$ cat src/shared/oag_params.svh
`ifndef OAG_PARAMS_SVH
`define OAG_PARAMS_SVH

// ----------------------------------------
// data memory map of the pointer block
// ----------------------------------------
`define OAG_REG_PAGE    4'hF
`define OAG_ADDR_X      8'hFC
`define OAG_ADDR_SP     8'hFD
`define OAG_ADDR_B      8'hFE
`define OAG_NIBBLE_ZERO 4'h0

// ----------------------------------------
// widths and reset values
// ----------------------------------------
`define OAG_PC_W        15
`define OAG_REG_COUNT   16
`define OAG_PTR_RESET   8'h00
`define OAG_ACC_RESET   8'h00
`define OAG_PC_RESET    15'h0000
`define OAG_PTR_STEP    8'h01
`define OAG_PC_STEP     15'h0001
`define OAG_LEN_ONE     15'h0001
`define OAG_LEN_TWO     15'h0002

`endif

$ cat src/shared/oag_pkg.sv
`include "oag_params.svh"

package oag_pkg;

  // ----------------------------------------
  // modes, operations and states
  // ----------------------------------------
  typedef enum logic [2:0] {AM_DIRECT, AM_REG, AM_IND, AM_IMM, AM_IMM_SHORT, AM_TABLE} oag_mode_type;
  typedef enum logic [2:0] {OP_LOAD, OP_EXCH, OP_SETBIT, OP_CLRBIT, OP_TESTBIT} oag_op_type;
  typedef enum logic [1:0] {MOD_NONE, MOD_INC, MOD_DEC} oag_mod_type;
  typedef enum logic [1:0] {PTR_X, PTR_B, PTR_SP} oag_ptr_type;
  typedef enum logic [1:0] {ST_IDLE, ST_READ, ST_WRITE, ST_PROG} oag_state_type;

  // ----------------------------------------
  // state records
  // ----------------------------------------
  typedef struct packed {
    logic [7:0] x;
    logic [7:0] b;
    logic [7:0] sp;
  } oag_ptr_state_type;

  typedef struct packed {
    oag_state_type            state;
    logic                     busy;
    oag_mode_type             mode;
    oag_op_type               op;
    oag_mod_type              modify;
    oag_ptr_type              sel;
    logic [2:0]               bit_idx;
    logic                     hit;
    logic [7:0]               acc;
    logic [`OAG_PC_W-1:0]     pc;
    logic [7:0]               addr;
    logic                     rd;
    logic                     wr;
    logic [7:0]               wdata;
    logic [`OAG_PC_W-1:0]     pmem_addr;
    logic                     pmem_rd;
    logic                     done;
    logic                     bit_result;
  } oag_top_state_type;

endpackage

$ cat src/shared/oag_ptr_if.sv
`timescale 1ns/1ps

// pointer file access between the sequencer and the pointer store
interface oag_ptr_if;
  import oag_pkg::*;
  logic        wr_en;
  oag_ptr_type wr_sel;
  logic [7:0]  wr_data;
  logic        mod_en;
  oag_ptr_type mod_sel;
  logic        mod_dec;
  logic [7:0]  x;
  logic [7:0]  b;
  logic [7:0]  sp;

  modport store (input wr_en, wr_sel, wr_data, mod_en, mod_sel, mod_dec, output x, b, sp);
  modport user  (output wr_en, wr_sel, wr_data, mod_en, mod_sel, mod_dec, input x, b, sp);
endinterface

$ cat src/hdl/oag_top.sv
`timescale 1ns/1ps
`include "oag_params.svh"

module oag_top
#(
  parameter int PC_W      = `OAG_PC_W,
  parameter int REG_COUNT = `OAG_REG_COUNT
)
(
  input  wire logic                  clock_i,
  input  wire logic                  rst_i,
  input  wire logic                  start_i,
  input  wire oag_pkg::oag_mode_type mode_i,
  input  wire oag_pkg::oag_op_type   op_i,
  input  wire oag_pkg::oag_mod_type  modify_i,
  input  wire oag_pkg::oag_ptr_type  ptr_sel_i,
  input  wire logic [7:0]            direct_addr_i,
  input  wire logic [3:0]            reg_idx_i,
  input  wire logic [3:0]            short_imm_i,
  input  wire logic [2:0]            bit_idx_i,
  input  wire logic                  pc_load_i,
  input  wire logic [14:0]           pc_value_i,
  input  wire logic [7:0]            dmem_rdata_i,
  input  wire logic                  dmem_ack_i,
  input  wire logic [7:0]            pmem_rdata_i,
  input  wire logic                  pmem_ack_i,
  output logic                       busy_o,
  output logic                       done_o,
  output logic                       bit_result_o,
  output logic [7:0]                 acc_o,
  output logic [7:0]                 counter_high_byte_o,
  output logic [7:0]                 counter_low_byte_o,
  output logic [7:0]                 dmem_addr_o,
  output logic                       dmem_rd_o,
  output logic                       dmem_wr_o,
  output logic [7:0]                 dmem_wdata_o,
  output logic [14:0]                pmem_addr_o,
  output logic                       pmem_rd_o,
  output logic [7:0]                 ptr_x_o,
  output logic [7:0]                 ptr_b_o,
  output logic [7:0]                 ptr_sp_o
);
  import oag_pkg::*;

  // ----------------------------------------
  // elaboration checks
  // ----------------------------------------
  if (PC_W != `OAG_PC_W || REG_COUNT != `OAG_REG_COUNT)
  begin : g_bad_param
    $error("oag_top serves a 15-bit counter and 16 mapped registers only");
  end

  oag_ptr_if         p ();
  oag_top_state_type r;
  oag_top_state_type n;
  logic              rd_ok;
  logic [7:0]        rd_val;
  logic [7:0]        mask;

  oag_ptr_file oag_ptr_file_i (.clock_i (clock_i), .rst_i (rst_i), .p (p));

  // ----------------------------------------
  // helpers
  // ----------------------------------------
  // data addresses that hit the pointer store
  function automatic logic is_ptr(input logic [7:0] a);
    return a == `OAG_ADDR_X || a == `OAG_ADDR_SP || a == `OAG_ADDR_B;
  endfunction
  function automatic oag_ptr_type ptr_of(input logic [7:0] a);
    if (a == `OAG_ADDR_X)
      return PTR_X;
    else if (a == `OAG_ADDR_SP)
      return PTR_SP;
    return PTR_B;
  endfunction
  function automatic logic [7:0] ptr_val(input oag_ptr_type s, input logic [7:0] x, b, sp);
    unique case (s)
      PTR_X:   return x;
      PTR_B:   return b;
      default: return sp;
    endcase
  endfunction
  function automatic logic [14:0] instr_len(input oag_mode_type m);
    return (m == AM_DIRECT || m == AM_IMM) ? `OAG_LEN_TWO : `OAG_LEN_ONE;
  endfunction

  // ----------------------------------------
  // access completion and bit mask
  // ----------------------------------------
  assign rd_ok  = r.hit | dmem_ack_i;
  assign rd_val = r.hit ? ptr_val(ptr_of(r.addr), p.x, p.b, p.sp) : dmem_rdata_i;
  assign mask   = 8'h01 << r.bit_idx;

  // ----------------------------------------
  // sequencer
  // ----------------------------------------
  always_comb
  begin
    logic       fin;
    logic [7:0] a;
    fin       = 1'b0;
    a         = 8'h00;
    n         = r;
    n.done    = 1'b0;
    p.wr_en   = 1'b0;
    p.wr_sel  = PTR_B;
    p.wr_data = r.wdata;
    p.mod_en  = 1'b0;
    p.mod_sel = r.sel;
    p.mod_dec = r.modify == MOD_DEC;
    unique case (r.state)
      ST_IDLE:
      begin
        if (start_i)
        begin
          n.mode    = mode_i;
          n.op      = op_i;
          n.modify  = modify_i;
          n.sel     = ptr_sel_i;
          n.bit_idx = bit_idx_i;
          unique case (mode_i)
            AM_DIRECT: a = direct_addr_i;
            AM_REG:    a = {`OAG_REG_PAGE, reg_idx_i};
            default:   a = ptr_val(ptr_sel_i, p.x, p.b, p.sp);
          endcase
          unique case (mode_i)
            AM_IMM:
            begin
              n.pmem_addr = r.pc + `OAG_PC_STEP;
              n.pmem_rd   = 1'b1;
              n.state     = ST_PROG;
            end
            AM_TABLE:
            begin
              n.pmem_addr = {r.pc[14:8], r.acc};
              n.pmem_rd   = 1'b1;
              n.state     = ST_PROG;
            end
            AM_IMM_SHORT:
            begin
              p.wr_en   = 1'b1;
              p.wr_data = {`OAG_NIBBLE_ZERO, short_imm_i};
              fin       = 1'b1;
            end
            default:
            begin
              n.addr  = a;
              n.hit   = is_ptr(a);
              n.rd    = !is_ptr(a);
              n.state = ST_READ;
            end
          endcase
        end
        else if (pc_load_i)
          n.pc = pc_value_i;
      end
      ST_READ:
      begin
        if (rd_ok)
        begin
          n.rd = 1'b0;
          unique case (r.op)
            OP_LOAD:    n.acc = rd_val;
            OP_TESTBIT: n.bit_result = |(rd_val & mask);
            OP_EXCH:
            begin
              n.acc   = rd_val;
              n.wdata = r.acc;
            end
            OP_SETBIT:  n.wdata = rd_val | mask;
            default:    n.wdata = rd_val & ~mask;
          endcase
          if (r.op == OP_LOAD || r.op == OP_TESTBIT)
            fin = 1'b1;
          else
          begin
            n.wr    = !r.hit;
            n.state = ST_WRITE;
          end
        end
      end
      ST_WRITE:
      begin
        if (rd_ok)
        begin
          n.wr      = 1'b0;
          p.wr_en   = r.hit;
          p.wr_sel  = ptr_of(r.addr);
          fin       = 1'b1;
        end
      end
      ST_PROG:
      begin
        if (pmem_ack_i)
        begin
          n.pmem_rd = 1'b0;
          n.acc     = pmem_rdata_i;
          fin       = 1'b1;
        end
      end
    endcase
    // completion: counter moves past the instruction, pointer post-modify
    if (fin)
    begin
      n.done  = 1'b1;
      n.state = ST_IDLE;
      n.pc    = r.pc + instr_len(r.state == ST_IDLE ? mode_i : r.mode);
      p.mod_en = r.state != ST_IDLE && r.mode == AM_IND && r.modify != MOD_NONE;
    end
    n.busy = n.state != ST_IDLE; // kept in a flop so busy_o is registered
  end

  // state register
  always_ff @(posedge clock_i)
  begin
    if (rst_i)
    begin
      r       <= '0;
      r.state <= ST_IDLE;
      r.acc   <= `OAG_ACC_RESET;
      r.pc    <= `OAG_PC_RESET;
    end
    else
      r <= n;
  end

  // ----------------------------------------
  // outputs
  // ----------------------------------------
  assign busy_o              = r.busy;
  assign done_o              = r.done;
  assign bit_result_o        = r.bit_result;
  assign acc_o               = r.acc;
  assign counter_high_byte_o = {1'b0, r.pc[14:8]};
  assign counter_low_byte_o  = r.pc[7:0];
  assign dmem_addr_o         = r.addr;
  assign dmem_rd_o           = r.rd;
  assign dmem_wr_o           = r.wr;
  assign dmem_wdata_o        = r.wdata;
  assign pmem_addr_o         = r.pmem_addr;
  assign pmem_rd_o           = r.pmem_rd;
  assign ptr_x_o             = p.x;
  assign ptr_b_o             = p.b;
  assign ptr_sp_o            = p.sp;
endmodule

$ cat src/hdl/oag_ptr_file.sv
`timescale 1ns/1ps

module oag_ptr_file
(
  input  wire logic   clock_i,
  input  wire logic   rst_i,
  oag_ptr_if.store    p
);
  import oag_pkg::*;

  oag_ptr_state_type r;
  oag_ptr_state_type n;

  // ----------------------------------------
  // pointer store: write first, then post-modify
  // ----------------------------------------
  always_comb
  begin
    logic [7:0] v;
    v = 8'h00;
    n = r;
    if (p.wr_en)
    begin
      unique case (p.wr_sel)
        PTR_X:  n.x  = p.wr_data;
        PTR_B:  n.b  = p.wr_data;
        PTR_SP: n.sp = p.wr_data;
      endcase
    end
    if (p.mod_en)
    begin
      unique case (p.mod_sel)
        PTR_X:  v = n.x;
        PTR_B:  v = n.b;
        PTR_SP: v = n.sp;
      endcase
      // eight-bit step wraps modulo 256
      v = p.mod_dec ? v - `OAG_PTR_STEP : v + `OAG_PTR_STEP;
      unique case (p.mod_sel)
        PTR_X:  n.x  = v;
        PTR_B:  n.b  = v;
        PTR_SP: n.sp = v;
      endcase
    end
  end

  // state register
  always_ff @(posedge clock_i)
  begin
    if (rst_i)
      r <= '{x: `OAG_PTR_RESET, b: `OAG_PTR_RESET, sp: `OAG_PTR_RESET};
    else
      r <= n;
  end

  assign p.x  = r.x;
  assign p.b  = r.b;
  assign p.sp = r.sp;
endmodule

$ cat config.mk
export PLATFORM = sky130hd
export DESIGN_NAME = oag_top
export DESIGN_NICKNAME = d
export VERILOG_FILES = /design/src/shared/oag_pkg.sv /design/src/shared/oag_ptr_if.sv /design/src/hdl/oag_top.sv /design/src/hdl/oag_ptr_file.sv
export VERILOG_INCLUDE_DIRS = /design/src /design/src/shared
export SDC_FILE = /design/constraint.sdc
export NUM_CORES = 1
export LEC_CHECK = 0
export ABC_CLOCK_PERIOD_IN_PS = 7200
export BUFFER_PORTS_ARGS = -buffer_cell sky130_fd_sc_hd__buf_2
export CORE_ASPECT_RATIO = 0.8
export CORE_MARGIN = 3
export CORE_UTILIZATION = 60
export CTS_CLUSTER_SIZE = 20
export DETAILED_ROUTE_END_ITERATION = 10
export PLACE_DENSITY = 0.93
export SETUP_SLACK_MARGIN = 0.05
export SLEW_MARGIN = 10
export SYNTH_ARGS = -nofsm -noshare
export SYNTH_HDL_FRONTEND = slang
export SYNTH_HIERARCHICAL = 1
export SYNTH_SLANG_ARGS = --single-unit
$ cat constraint.sdc
create_clock -name clock_i -period 7.2 [get_ports clock_i]
set_input_delay 1.08 -clock clock_i [delete_from_list [all_inputs] [get_ports clock_i]]
set_output_delay 1.08 -clock clock_i [all_outputs]
set_load 0.02 [all_outputs]
# Word-level counts from Yosys, hierarchy flattened
# Index checks and enable logic that the tools add are counted.
[op_classes]
n_addsub = 4
multipliers = 0
n_div = 0
magnitude_cmp = 0
eq_ne = 33
shifts = 1
muxes = 69
n_bitwise = 7
reduce_logical = 41
[ops]
columns = ["op", "count"]
rows = [
  ["two-way mux 8 bit", 17],
  ["case mux 8 bit (2 select lines)", 4],
  ["two-way mux 24 bit", 2],
  ["case mux 8 bit (3 select lines)", 2],
  ["two-way mux 15 bit", 3],
  ["== test 8 bit (second input constant)", 5],
  ["case mux 16 bit (2 select lines)", 1],
  ["two-way mux 23 bit", 1],
  ["two-way mux 2 bit", 11],
  ["nonzero test 2 bit", 10],
  ["two-way mux 9 bit", 2],
  ["two-way mux 1 bit", 17],
  ["AND 8 bit", 2],
  ["AND reduction 4 bit", 4],
  ["adder 15 x 1 -> 15 bit (second input constant)", 1],
  ["adder 15 x 2 -> 15 bit", 1],
  ["AND reduction 3 bit", 5],
  ["inequality test 2 bit (second input constant)", 7],
  ["== test 3 x 2 -> 1 bit (second input constant)", 4],
  ["== test 2 x 1 -> 1 bit (second input constant)", 5],
  ["== test 2 bit (second input constant)", 5],
  ["zero test 2 bit", 5],
  ["two-way mux 10 bit", 1],
  ["== test 3 bit (second input constant)", 3],
  ["22 further kinds", 37],
]
[totals]
reg_bits = 100
latch_bits = 0
ramBits = 0
rom_bits = 0
input_bits = 66
memories = 0

# Depth between registers and ports, before layout
[logic_depth]
depth_word = 17
depth_mapped = 20

# Hierarchy
# The synthesis kept the hierarchy.
[modules_own_cells]
columns = ["module", "instances", "cells_per_inst", "area_each_um2", "seq_area_each_um2"]
rows = [
  ["oag_top", 1, 696, 5474.0, 1521.5],
  ["oag_ptr_file", 1, 207, 1800.5, 480.5],
]

# Least setup slack after synthesis
# OpenSTA, ideal clock, no wires.
[synth_path]
kind = "in2reg"
from = "input port mode_i[0]"
to = "register oag_ptr_file_i.r (netlist bit oag_ptr_file_i/p.sp[7])"
setup_ps = 91
t_arrival_ps = 4533
required_time_ps = 7109
setup_slack_ps = 2576
cell_stages = 17
cell_sequence = "buf_2 nor3b_1 nand2_1 clkbuf_1 nand2_1 buf_4 nand3b_1 mux2_2 a221oi_1 a21oi_1 ha_1 a21o_1 a21o_1 a21oi_1 inv_1 or3_1 a311oi_1"
[synth_between]
elab_cells_between_ends = 20
cone_classes = "add/sub: 2; eq/ne: 1; mux: 17"
[synth_lines]
columns = ["element", "line_no", "text"]
rows = [
  ["start, declared", "oag_top.sv:13", "input wire oag_pkg::oag_mode_type mode_i,"],
  ["== test 3 bit *", "oag_top.sv:126", "unique case (mode_i)"],
  ["two-way mux 1 bit *", "oag_top.sv:126", ""],
  ["two-way mux 1 bit *", "oag_top.sv:114", "if (start_i)"],
  ["case mux 1 bit (2 select lines) *", "oag_top.sv:111", "unique case (r.state)"],
  ["via p.wr_en", "oag_ptr_if.sv:6", "logic wr_en;"],
  ["two-way mux 24 bit *", "oag_ptr_file.sv:22", "if (p.wr_en)"],
  ["case mux 8 bit (3 select lines)", "oag_ptr_file.sv:32", "unique case (p.mod_sel)"],
  ["two-way mux 8 bit", "oag_ptr_file.sv:30", "if (p.mod_en)"],
  ["adder 8 x 1 -> 8 bit (no line) or subtractor 8 x 1 -> 8 bit (tied branches)", "n/a", ""],
  ["two-way mux 8 bit (no line)", "n/a", ""],
  ["two-way mux 8 bit", "oag_ptr_file.sv:39", "unique case (p.mod_sel)"],
  ["two-way mux 24 bit *", "oag_ptr_file.sv:30", ""],
  ["end signal, assigned", "oag_ptr_file.sv:51", "r <= '{x: `OAG_PTR_RESET, b: `OAG_PTR_RESET, sp: `OAG_PTR_RESET};"],
  ["end signal, assigned", "oag_ptr_file.sv:53", "r <= n;"],
  ["end, declared", "oag_ptr_file.sv:11", "oag_ptr_state_type r;"],
]
# The timed path passes the listed nets; every way through them passes the cells marked *. The select of a mux whose other input is x is not followed.
# A chain may end at the register's enable or synchronous reset.

# Worst setup path in the final report
[layout_path]
from = "input port mode_i[0]"
to = "register oag_ptr_file_i.r (netlist bit oag_ptr_file_i/p.x[6])"
# The elaborated chain is that of the path after synthesis.

==> flow_metrics.env <==
export IMPL_status="finished, final reports clean"
export IMPL_cts_buffer_depth=2
export IMPL_clkPwrFrac=0.327
export IMPL_detailed_place_area_um2=7480
export IMPL_final_cells=1103
export IMPL_r2r_start="r[74]"
export IMPL_timing_hold_ws_ns=0.452
export IMPL_rsz0062_at_grt="false"
export IMPL_grtUsageTotal=0.320
export IMPL_p_leak_nw=3.26
export IMPL_grt_overflow=0
export IMPL_n_fill_cell=1007
export IMPL_port_buffers=149
export IMPL_syn_instance_count=903
export IMPL_cap_violations=0
export IMPL_antenna_found_initial=0
export IMPL_ioPinCount=151
export IMPL_synth_avg_cell_area_um2=8.06
export IMPL_cp_start_kind="primary input"
export IMPL_setup_viol=0
export IMPL_hold_path_end="pmem_addr_o[3]"
export IMPL_numCtsBuffers=9
export IMPL_die_y_um=104
export IMPL_intPower_mw=1.01
export IMPL_hold_viol_final=0
export IMPL_seq_area_um2=2000
export IMPL_crit_path_start="mode_i[0]"
export IMPL_crit_chain="buf_2 > nor3b_1 > nand2_1 > nand2_1 > nand3b_1 > mux2_2 > a221oi_1 > a21oi_1 > fa_1 > a21o_1 > a21oi_1 > o21bai_1 > a21oi_1 > xor2_1 > o31ai_1"
export IMPL_cp_max_fo=16
export IMPL_post_cts_buffers=0
export IMPL_cts_tree="yes"
export IMPL_required_ns=7.38
export IMPL_routed_wl_mm=21.9
export IMPL_p_per_area_nw_per_um2=195
export IMPL_critPathArrivalTime_ns=5.55
export IMPL_yosys_area_top_type_share=0.275
export IMPL_dp_slack_ns=1.69
export IMPL_reg2reg_slack_ns=1.85
export IMPL_core_area_um2=11700
export IMPL_dr_pass1_iters=5
export IMPL_wire_per_inst_um=19.9
export IMPL_htreeDepth=3
export IMPL_yosysUniqueCellTypes=87
export IMPL_drt_iter0_markers=1132
export IMPL_synth_top_cell_by_area="dfxtp_1"
export IMPL_cts_resized_gates=0
export IMPL_grt_pass1_wl_mm=34.5
export IMPL_cp_end_kind="flop"
export IMPL_clock_fmax_mhz=186
export IMPL_root_buffer="clkbuf_16"
export IMPL_placedCellCount=1088
export IMPL_cpPeakStageDelay_ns=0.53
export IMPL_rows=35
export IMPL_seqPwrFrac=0.419
export IMPL_multiInputGateArea_um2=4440
export IMPL_fin_crit_ns=5.37
export IMPL_worst_path_most_repeated_cell="a21oi_1"
export IMPL_initial_core_util=0.622
export IMPL_via_per_inst=6.48
export IMPL_syn2layout_area_growth_pct=6.90
export IMPL_yosys_top_cells_area="dfxtp_1, buf_4, nand2_1, mux2i_1, nor2_1"
export IMPL_timing_final_crit_share=0.745
export IMPL_synth_edff_count=0
export IMPL_finalWorstSetupSlack_ns=1.83
export IMPL_grt_max_degree=105
export IMPL_syn_nets=989
export IMPL_finClkSkew_ns=0.0111
export IMPL_cts_hold_buf=0
export IMPL_dpl_hpwl_mm=16.3
export IMPL_drive_gt1_frac=0.237
export IMPL_die_w_um=129
export IMPL_yosysSeqAreaShare=0.275
export IMPL_vdd_drop_max_v=0.000126
export IMPL_clkSlewWorstSetupHoldPaths_ns=0.07
export IMPL_die_area_um2=13500
export IMPL_async_flop_share=0
export IMPL_dr_total_vias=7142
export IMPL_ys_ff_latch=100
export IMPL_switching_share=0.337
export IMPL_cts_sinks=100
export IMPL_mappedNetlistArea_um2=7270
export IMPL_comb_power_share=0.254
export IMPL_r2r_end="oag_ptr_file_i/p.x[6]"
export IMPL_ys_flop_type="dfxtp_1"
export IMPL_antenna_cells=0
export IMPL_num_nets_final=1037
export IMPL_grt_pass1_vias=6383
export IMPL_min_path_cells=2
export IMPL_worstHoldStart="pmem_addr_o[3]"
export IMPL_relSlewSlack=0.253
export IMPL_fin_tns_setup_ns=0
export IMPL_p_switching_mw=0.512
export IMPL_finalInstanceArea_um2=7780
export IMPL_yosys_warnings=6
export IMPL_r2r_cells=16
export IMPL_drcViolationCount=0
export IMPL_ant_nets=0
export IMPL_clk_latency_ns=0.35
export IMPL_worst_pin_slew_ns=1.12
export IMPL_slew_violations=0
export IMPL_globalplace_congestion=1.01
export IMPL_crit_path_top_delay_cell="nor3b_1"
export IMPL_path_class="primary input to flop"
export IMPL_hold_class="flop to flop"
## Yosys cell counts (16+ instances only)
library cell and count:
ha_1 18, a211oi_1 39, clkbuf_1 26, nor3_1 19, nand3_1 16, mux2_2 23
nor2_1 85, mux2i_1 33, buf_4 57, nand2b_1 16, nand2_1 112, o21ai_0 22
dfxtp_1 100, a21oi_1 61, inv_1 19, buf_2 20
## area by class of cell
class                           instances  share of cell area
Multi-Input combinational cell        668               0.571
Sequential cell                       100               0.257
Timing Repair Buffer                  153               0.100
Clock buffer                           10              0.0307
Tap cell                              148              0.0238
Inverter                               19             0.00917
Clock inverter                          5             0.00772
## cells in the final DEF (no fill, tap or decap), types with 9 or more instances in the layout
master     Yosys  final
a211oi_1      39     39
xor2_1        10     10
nand2_1      112    112
nor2_1        85     85
nand3b_1      15     15
a221oi_1      10     10
xnor2_1       15     15
nor3_1        19     19
ha_1          18     18
buf_2         20    148
and2_1        12     12
a21o_1        10     10
o21ai_0       22     22
nand3_1       16     16
nand2b_1      16     16
a31oi_1       10     10
mux2i_1       33     33
inv_1         19     19
mux2_2        23     23
dfxtp_1      100    100
a21oi_1       61     61
clkbuf_16      0      9
## sequential cells by signal, summed over array words and instances (netlist names), 7 cells and up
name                 count
pmem_addr_o             15
r                       14
acc_o                    8
counter_low_byte_o       8
dmem_addr_o              8
dmem_wdata_o             8
oag_ptr_file_i/p.b       8
oag_ptr_file_i/p.sp      8
oag_ptr_file_i/p.x       8
counter_high_byte_o      7
## worst max-delay path by stage
stage / endpoint / slack, ns / cells after the start
6_report: oag_ptr_file_i/p.x[6] / 1.83 / 15
5_1_grt: oag_ptr_file_i/p.x[6] / 1.53 / 16
4_1_cts: oag_ptr_file_i/p.x[6] / 2.04 / 16
3_5_place_dp: oag_ptr_file_i/p.x[6] / 1.69 / 15
3_3_place_gp: oag_ptr_file_i/p.x[6] / 1.79 / 15
2_1_floorplan: oag_ptr_file_i/p.sp[7] / 2.58 / 17
## cells by family after synthesis
family | Yosys count | synth area share
fa+ha+maj | 20 | 0.0365
simple gates | 334 | 0.231
buf+inv | 135 | 0.114
flops | 100 | 0.275
compound gates | 226 | 0.220
other cells | 1 | 0.000516
xor+xnor | 25 | 0.0301
mux | 62 | 0.0922
## metal layers
layer  global-route usage  share of wire
met1                0.482           0.44
met3               0.0847           0.12
met2                0.448           0.42
met4               0.0855          0.021
met5                    0              0
## metrics by stage
step	utilization	power, mW
3_3_place_gp	0.639	1.01
5_1_grt	0.665	1.58
4_1_cts	0.665	1.51
6_report	0.665	1.52
2_1_floorplan	-	0.941
3_5_place_dp	0.639	1.02
## power by group through the flow
stage               Clock [mW]  Combinational, mW  Sequential (mW)
floorplan                    0              0.313            0.629
global placement             0              0.369            0.643
detailed placement           0              0.375            0.645
CTS                      0.496              0.379            0.633
global route             0.517              0.424            0.640
finish                   0.496              0.385            0.636
## critical path: cells and delay by family
family / cells / cell delay, ns
AND/OR/NAND/NOR: 4 / 1.74
AO/OA/AOI/OAI: 7 / 1.28
buffers and inverters: 1 / 0.21
multiplexers: 1 / 0.44
adder cells (fa/ha/maj): 1 / 0.47
XOR/XNOR: 1 / 0.31
Note: power is estimated with default switching activity, not from simulation.
